`src/logic/lcd_pkg.sv`:
```
// Shared constants for the segment display driver
package lcd_pkg;
   // Bank pointer value that maps the display memory
   localparam logic [7:0] DISP_BANK = 8'h01;
   // First indirect address of display memory
   localparam logic [7:0] DISP_BASE = 8'h80;
   // Display memory depth in bytes, one byte per segment line
   localparam int DISP_DEPTH = 32;
   localparam int DISP_AW = 5;
   // Control register field positions
   localparam int CTRL_EN_BIT = 0;
   localparam int CTRL_DUTY_BIT = 5;
   localparam int CTRL_BIAS_BIT = 6;
   localparam int CTRL_TYPE_BIT = 7;
   // Control register reset value and writable mask
   localparam logic [7:0] CTRL_RESET = 8'h00;
   localparam logic [7:0] CTRL_MASK = 8'hE1;
   // Sub clock divide ratio toward the driver clock
   localparam int SUB_DIV = 8;
   // Commons per duty setting
   localparam int COMS_QUARTER = 4;
   localparam int COMS_SIXTH = 6;
   localparam int MAX_COMS = 6;
   // Drive level codes on each line (ground, low, middle, top bias)
   typedef enum logic [1:0] {
      LVL_GND = 2'b00,
      LVL_VC = 2'b01,
      LVL_VB = 2'b10,
      LVL_VA = 2'b11
   } level_t;
endpackage

```
`src/logic/lcd_clk_div.sv`:
```
// Divider that turns sub clock ticks into driver clock enables
`timescale 1ns/1ns
module lcd_clk_div #(
   parameter int DIV = lcd_pkg::SUB_DIV
) (
   input wire logic clk_in,
   input wire logic rstn_in,
   input wire logic run_in,
   input wire logic sub_tick_in,
   output logic drv_tick_out
);
   // Tick counter, wide enough for the ratio
   logic [$clog2(DIV)-1:0] cnt_q, cnt_d;
   logic tick_q, tick_d;

   // Count sub ticks, pulse on the last one of each group
   always_comb begin
      cnt_d = cnt_q;
      tick_d = 1'b0;
      if (!run_in) begin
         // Held at zero while idle so the first frame starts clean
         cnt_d = '0;
      end else if (sub_tick_in) begin
         if (cnt_q == ($clog2(DIV))'(DIV - 1)) begin
            cnt_d = '0;
            tick_d = 1'b1;
         end else begin
            cnt_d = cnt_q + 1'b1;
         end
      end
   end

   // Register stage
   always_ff @(posedge clk_in) begin
      if (!rstn_in) begin
         cnt_q <= '0;
         tick_q <= 1'b0;
      end else begin
         cnt_q <= cnt_d;
         tick_q <= tick_d;
      end
   end

   assign drv_tick_out = tick_q;
endmodule

```
`src/logic/lcd_segment_driver.sv`:
```
// Segment display driver: control register, display memory and scan
`timescale 1ns/1ns
// How it works
// Software loads bank pointer with 01H first
// Bank 1 indirect accesses from 80H hit display
// Direct accesses fall through to bank 0
// Scanner reads display memory every slot
// Enable bit works except in sleep
// Bit 7 picks Type A or Type B
// Type B toggles polarity per frame, slower
// Bit 6 picks top bias level
// Bit 5 picks quarter or sixth duty
// Unimplemented control bits read zero
// Control register resets to zero
// Driver clock is sub clock over 8
// Sub clock source fixed by option
// Disabled driver holds every line at ground
// Polarity alternation keeps pixel DC at zero
// One slot per active common each frame
// Software initialises display memory after power-up
// Segment select level when memory bit set
// Duty and type change at frame boundary
module lcd_segment_driver #(
   parameter int SEGS = lcd_pkg::DISP_DEPTH,
   parameter int COMS = lcd_pkg::MAX_COMS
) (
   input wire logic clk_in,
   input wire logic rstn_in,
   // Data memory access from the core
   input wire logic [7:0] bank_pointer_in,
   input wire logic indirect_in,
   input wire logic [7:0] mem_addr_in,
   input wire logic mem_we_in,
   input wire logic mem_re_in,
   input wire logic [7:0] mem_wdata_in,
   output logic disp_hit_out,
   output logic [7:0] disp_rdata_out,
   // Control register port from the special register decoder
   input wire logic ctrl_we_in,
   input wire logic [7:0] ctrl_wdata_in,
   output logic [7:0] display_control_reg_out,
   // Power mode and clock source
   input wire logic sleep_in,
   input wire logic osc_select_in,
   input wire logic internal_low_rc_osc_tick_in,
   input wire logic external_low_crystal_tick_in,
   // Panel drive level codes, two bits per line
   output logic [2*COMS-1:0] common_line_out,
   output logic [2*SEGS-1:0] segment_line_out,
   output logic bias_top_select_out,
   output logic drive_active_out
);
   // Control register
   logic [7:0] ctrl_q, ctrl_d;
   // Display memory, left unreset on purpose: software fills it
   logic [7:0] mem_q [SEGS];
   logic [7:0] rdata_q, rdata_d;
   // Scan state
   logic [2:0] slot_q, slot_d;
   logic phase_q, phase_d;
   logic pol_q, pol_d;
   logic type_act_q, type_act_d;
   logic duty_act_q, duty_act_d;
   // Output registers
   logic [2*COMS-1:0] com_q, com_d;
   logic [2*SEGS-1:0] seg_q, seg_d;
   // Misc
   logic hit;
   logic enabled;
   logic sub_tick;
   logic drv_tick;
   logic [2:0] last_slot;
   logic frame_end;
   logic drive_pol;

   // Address decode of an access aimed at display memory
   function automatic logic disp_decode(input logic [7:0] bp, input logic ind, input logic [7:0] a);
      disp_decode = ind && (bp == lcd_pkg::DISP_BANK) && (a >= lcd_pkg::DISP_BASE) &&
                    (a < lcd_pkg::DISP_BASE + 8'(SEGS));
   endfunction

   // Level of a line for a given polarity: selected or not
   function automatic logic [1:0] line_level(input logic is_com, input logic sel, input logic pol);
      logic [1:0] lv;
      lv = lcd_pkg::LVL_GND;
      if (is_com) begin
         lv = sel ? (pol ? lcd_pkg::LVL_GND : lcd_pkg::LVL_VA) : (pol ? lcd_pkg::LVL_VB : lcd_pkg::LVL_VC);
      end else begin
         lv = sel ? (pol ? lcd_pkg::LVL_VA : lcd_pkg::LVL_GND) : (pol ? lcd_pkg::LVL_VC : lcd_pkg::LVL_VB);
      end
      line_level = lv;
   endfunction

   // Only indirect bank 1 accesses are claimed; direct ones go to bank 0
   assign hit = disp_decode(bank_pointer_in, indirect_in, mem_addr_in);
   assign disp_hit_out = hit;

   // Enable bit ignored while sleeping
   assign enabled = ctrl_q[lcd_pkg::CTRL_EN_BIT] && !sleep_in;

   // Fixed option picks the low speed oscillator
   assign sub_tick = osc_select_in ? external_low_crystal_tick_in : internal_low_rc_osc_tick_in;

   // Driver clock enable from the sub clock
   lcd_clk_div #(
      .DIV(lcd_pkg::SUB_DIV)
   ) u_div (
      .clk_in(clk_in),
      .rstn_in(rstn_in),
      .run_in(enabled),
      .sub_tick_in(sub_tick),
      .drv_tick_out(drv_tick)
   );

   // Control register update, writable bits only
   always_comb begin
      ctrl_d = ctrl_q;
      if (ctrl_we_in) begin
         ctrl_d = ctrl_wdata_in & lcd_pkg::CTRL_MASK;
      end
   end

   always_ff @(posedge clk_in) begin
      if (!rstn_in) begin
         ctrl_q <= lcd_pkg::CTRL_RESET;
      end else begin
         ctrl_q <= ctrl_d;
      end
   end

   // Unimplemented bits are never stored, so they read zero
   assign display_control_reg_out = ctrl_q;
   assign bias_top_select_out = ctrl_q[lcd_pkg::CTRL_BIAS_BIT];

   // Index of a display byte from a claimed address
   function automatic logic [lcd_pkg::DISP_AW-1:0] disp_index(input logic [7:0] a);
      logic [7:0] off;
      off = a - lcd_pkg::DISP_BASE;
      disp_index = off[lcd_pkg::DISP_AW-1:0];
   endfunction

   // Read data for a display memory read
   always_comb begin
      rdata_d = rdata_q;
      if (hit && mem_re_in) begin
         rdata_d = mem_q[disp_index(mem_addr_in)];
      end
   end

   // Memory write; no reset so the array stays plain storage
   always_ff @(posedge clk_in) begin
      if (hit && mem_we_in) begin
         mem_q[disp_index(mem_addr_in)] <= mem_wdata_in;
      end
   end

   always_ff @(posedge clk_in) begin
      if (!rstn_in) begin
         rdata_q <= 8'h00;
      end else begin
         rdata_q <= rdata_d;
      end
   end
   assign disp_rdata_out = rdata_q;

   // Last slot of the frame under the active duty
   assign last_slot = duty_act_q ? 3'(lcd_pkg::COMS_SIXTH - 1) : 3'(lcd_pkg::COMS_QUARTER - 1);
   assign frame_end = drv_tick && phase_q && (slot_q == last_slot);
   // Type A inverts inside each slot, Type B once per frame
   assign drive_pol = type_act_q ? pol_q : phase_q;

   // Slot sequencer: each slot spans two driver ticks
   always_comb begin
      slot_d = slot_q;
      phase_d = phase_q;
      pol_d = pol_q;
      type_act_d = type_act_q;
      duty_act_d = duty_act_q;
      if (!enabled) begin
         // Idle: restart at slot zero and track settings freely
         slot_d = 3'h0;
         phase_d = 1'b0;
         pol_d = 1'b0;
         type_act_d = ctrl_q[lcd_pkg::CTRL_TYPE_BIT];
         duty_act_d = ctrl_q[lcd_pkg::CTRL_DUTY_BIT];
      end else if (drv_tick) begin
         phase_d = !phase_q;
         if (phase_q) begin
            if (frame_end) begin
               slot_d = 3'h0;
               pol_d = !pol_q;
               // New settings only between frames
               type_act_d = ctrl_q[lcd_pkg::CTRL_TYPE_BIT];
               duty_act_d = ctrl_q[lcd_pkg::CTRL_DUTY_BIT];
            end else begin
               slot_d = slot_q + 3'h1;
            end
         end
      end
   end

   always_ff @(posedge clk_in) begin
      if (!rstn_in) begin
         slot_q <= 3'h0;
         phase_q <= 1'b0;
         pol_q <= 1'b0;
         type_act_q <= 1'b0;
         duty_act_q <= 1'b0;
      end else begin
         slot_q <= slot_d;
         phase_q <= phase_d;
         pol_q <= pol_d;
         type_act_q <= type_act_d;
         duty_act_q <= duty_act_d;
      end
   end

   // Line levels, recomputed from live memory every cycle
   always_comb begin
      com_d = '0;
      seg_d = '0;
      if (enabled) begin
         for (int c = 0; c < COMS; c++) begin
            // Commons beyond the duty stay grounded
            if (c <= int'(last_slot)) begin
               com_d[2*c +: 2] = line_level(1'b1, slot_q == 3'(c), drive_pol);
            end
         end
         for (int s = 0; s < SEGS; s++) begin
            // Sixth duty drives two fewer segments
            if (!(duty_act_q && s >= SEGS - 2)) begin
               seg_d[2*s +: 2] = line_level(1'b0, mem_q[s][slot_q], drive_pol);
            end
         end
      end
   end

   always_ff @(posedge clk_in) begin
      if (!rstn_in) begin
         com_q <= '0;
         seg_q <= '0;
      end else begin
         com_q <= com_d;
         seg_q <= seg_d;
      end
   end

   assign common_line_out = com_q;
   assign segment_line_out = seg_q;
   assign drive_active_out = enabled;
endmodule

```
`config.mk`:
```
export PLATFORM = sky130hd
export DESIGN_NAME = lcd_segment_driver
export DESIGN_NICKNAME = d
export VERILOG_FILES = /design/src/logic/lcd_pkg.sv /design/src/logic/lcd_clk_div.sv /design/src/logic/lcd_segment_driver.sv
export SDC_FILE = /design/constraint.sdc
export NUM_CORES = 1
export LEC_CHECK = 0
export ABC_AREA = 1
export CORE_MARGIN = 8
export CORE_UTILIZATION = 45
export DETAILED_ROUTE_END_ITERATION = 16
export DONT_BUFFER_PORTS = 1
export PLACE_DENSITY = 0.56
export SYNTH_ARGS = -nofsm -noshare
export SYNTH_HDL_FRONTEND = slang
export SYNTH_SLANG_ARGS = --single-unit
```
`constraint.sdc`:
```
create_clock -name clk_in -period 4.05 [get_ports clk_in]
set_clock_uncertainty 0.2 [all_clocks]
set_input_delay 1.0125 -clock clk_in [delete_from_list [all_inputs] [get_ports clk_in]]
set_output_delay 1.0125 -clock clk_in [all_outputs]
set_load 0.01 [all_outputs]
```
==> results by group <==
Outcome
  • Status: completed

Hold path
  • Hold Crit Class: flip-flop to flip-flop
  • Hold Crit Depth: 2

Power and ir drop
  • Pwr dens: 415.8 nW/um2
  • Total power: 7082 uW
  • Leakage: 0.006968 uW
  • Maximum VDD drop: 0.2880 mV

Synthesis
  • Largest area contributor in the netlist: edfxtp_1
  • Asr flop ratio synth: 0%
  • Cell count after synthesis: 1,832
  • Post-synth cell types: 33
  • Most used DFF post-synth: edfxtp_1
  • Top area cells in the synthesized netlist: edfxtp_1 (49%), nand2_1 (16%), dfxtp_1 (8.3%)
  • Synthesized cell area: 15,640 um2
  • Post-synth top area share: 49.14%
  • Sequential area share after synthesis: 57.46%
  • Avg Inst Size Synth: 8.539 um2
  • Synth warnings: 0
  • Synth Register Bits: 321
  • Number of flops mapped to enable cells by yosys: 256

Floorplanning
  • Core Area: 34,370 um2
  • Die Span Y: 202.5 um
  • Initial Util: 45.51%
  • Io pins: 137
  • Row cnt: 68
  • Die area: 40,990 um2
  • Die W: 202.5 um

STA
  • Min Tclk post-route: 2.942 ns
  • Setup ws final: 1.108 ns
  • Slew @ Worst Pin: 0.9862 ns
  • Endpoints failing hold: 0
  • Fmax: 339.9 MHz
  • Slew headroom: 33.56%
  • RSZ-0062 raised after global routing: false
  • Max Slew Vio Count: 0
  • Final Setup Violations: 0
  • Crit share post-route: 72.65%
  • Setup TNS: 0 ns

Clocking
  • Sink Count: 321
  • Post-CTS Setup Bufs: 0
  • CTS H-Tree Depth: 2
  • Root Buffer: clkbuf_16
  • CTS tree: yes
  • Clk buf depth: 3
  • CTS Hold Bufs: 0
  • Worst-Skew Late Latency: 0.54 ns
  • Cts repair resizes: 0
  • CTS Buf Count: 37
  • Worst-path clk slew: 0.05 ns

Worst setup path
  • Slowest CP cell: nand2_1
  • Buf+Inv Stages, Crit Path: 3
  • CP max FO: 8
  • Crit-path most repeated cell: nor2_1
  • WS Path Type: primary input to flip-flop
  • Delay-heaviest family, CP: simple AND/OR/NAND/NOR gates
  • CP Capture Type: flip-flop
  • Required time of the critical path: 4.09 ns
  • Data arrival, critical path: 2.98 ns
  • CP Cell Sequence: inv_1, nor2_1, nand2_1, nor2_1, nand2_1, nor2_1, nand2_1, buf_4, nor2_1, buf_4
  • Crit path depth: 10
  • CP Launch Type: primary input
  • R2R depth: 7
  • Flop-to-flop setup slack: 1.53 ns
  • Crit path largest cell delay: 0.53 ns

Drt
  • Vias per cell: 5.454
  • TritonRoute pass-1 iters: 5
  • Antenna viol nets, final: 0
  • Total wire length: 48,970 um
  • Residual DRC: 0
  • DR WL/cell: 21.54 um
  • DRT iter0 DRCs: 1,253
  • Vias: 12.40k

GRT
  • Global-route wire length before repair: 73,640 um
  • Vias in the first global route: 11.95k
  • GRT Total Usage: 23.58%
  • Grt total ovfl: 0
  • Antenna violations before repair: 0
  • Largest net degree at the start of global routing: 138

Finish
  • Synth-to-Final Area Change: 8.878%
  • Layout Nets: 1,839
  • ANT cells: 0
  • Most common cell after layout, fill and taps aside: nand2_1
  • Share of layout cells above drive strength 1: 7.371%
  • Most frequent cells in the layout: nand2_1 (679), nor2_1 (260), edfxtp_1 (256)

Run
  • Max-cap violations: 0

Placement
  • IO Port Bufs: 0
  • Worst slack, placed: 0.6327 ns
  • DP HPWL: 30,630 um
  • Final GP Congestion: 0.8894
worst paths after layout:
| path | endpoint | from |
|---|---|---|
| setup / recovery | mem_q[21][0] | bank_pointer_in[0] |
| hold / removal | pol_q | pol_q |
| setup reg to reg | segment_line_out[59] | slot_q[1] |
| hold reg to reg | pol_q | pol_q |
per-stage QoR:
stage | hold slack, ns | cell area [um2] | utilization [%] | cells
floorplan | 0.2436 | 15660 | - | 1835
global placement | 0.2571 | 15840 | 46.09 | 2206
detailed placement | 0.2653 | 15840 | 46.09 | 2206
CTS | 0.2720 | 17030 | 49.55 | 2273
global route | 0.3212 | 17030 | 49.55 | 2273
finish | 0.2767 | 17030 | 49.55 | 2273
logic make-up (layout without fill, tap and decap cells):
group | count (synthesis) | count (layout) | synth area share, %
simple gates | 989 | 989 | 24.51
flops | 321 | 321 | 57.46
compound gates | 289 | 289 | 9.998
buf+inv | 225 | 208 | 7.446
fa+ha+maj | 7 | 7 | 0.5598
other cells | 1 | 4 | 0.02397
worst min-delay path: stages (launching register included):
cell	delay, ns
dfxtp_1	0.29
inv_1	0.08
a21oi_1	0.06
Yosys cell counts, types with 3 or more instances:
master,number
buf_2,46
nor2_1,260
inv_2,7
nand2_1,679
nand3_1,29
o21ai_0,179
clkbuf_1,20
nor2_2,4
inv_1,82
ha_1,7
o211ai_1,32
nor3_2,7
dfxtp_1,65
nor3_1,3
edfxtp_1,256
o21ai_1,24
o22ai_1,18
buf_6,6
a21oi_1,29
a31oi_1,3
buf_1,4
buf_4,56
metal layers:
layer / vias to the layer above / track usage [%] / wire length [um]
li1: 5891 / - / -
met1: 5777 / 32.37 / 21120
met2: 626 / 36.37 / 21450
met3: 102 / 4.686 / 4701
met4: 0 / 9.220 / 1693
met5: - / 0 / 0
power by group:
group          internal (uW)  leakage [uW]  switching, uW  total (uW)
Combinational           66.3       0.00354            170         236
Clock                   1960      0.000592           1310        3270
Sequential              3560       0.00283           13.7        3580
registers in the layout, indices dropped and copies added, names as in the netlist, 3 cells and up:
signal,count
segment_line_out,34
disp_rdata_out,8
mem_q,256
display_control_reg_out,4
slot_q,3
u_div.cnt_q,3
common_line_out,8
final cells by class:
| type | count | area [um2] |
|---|---|---|
| clock buffers | 59 | 1116 |
| clock inverters | 8 | 75.07 |
| fillers | 3268 | 17340 |
| well taps | 455 | 569.3 |
| multi-input cells | 1289 | 5502 |
| flip-flops and latches | 321 | 8999 |
| inverters | 91 | 346.6 |
| repair buffers | 50 | 425.4 |
Note: power is estimated with default switching activity, not from simulation.
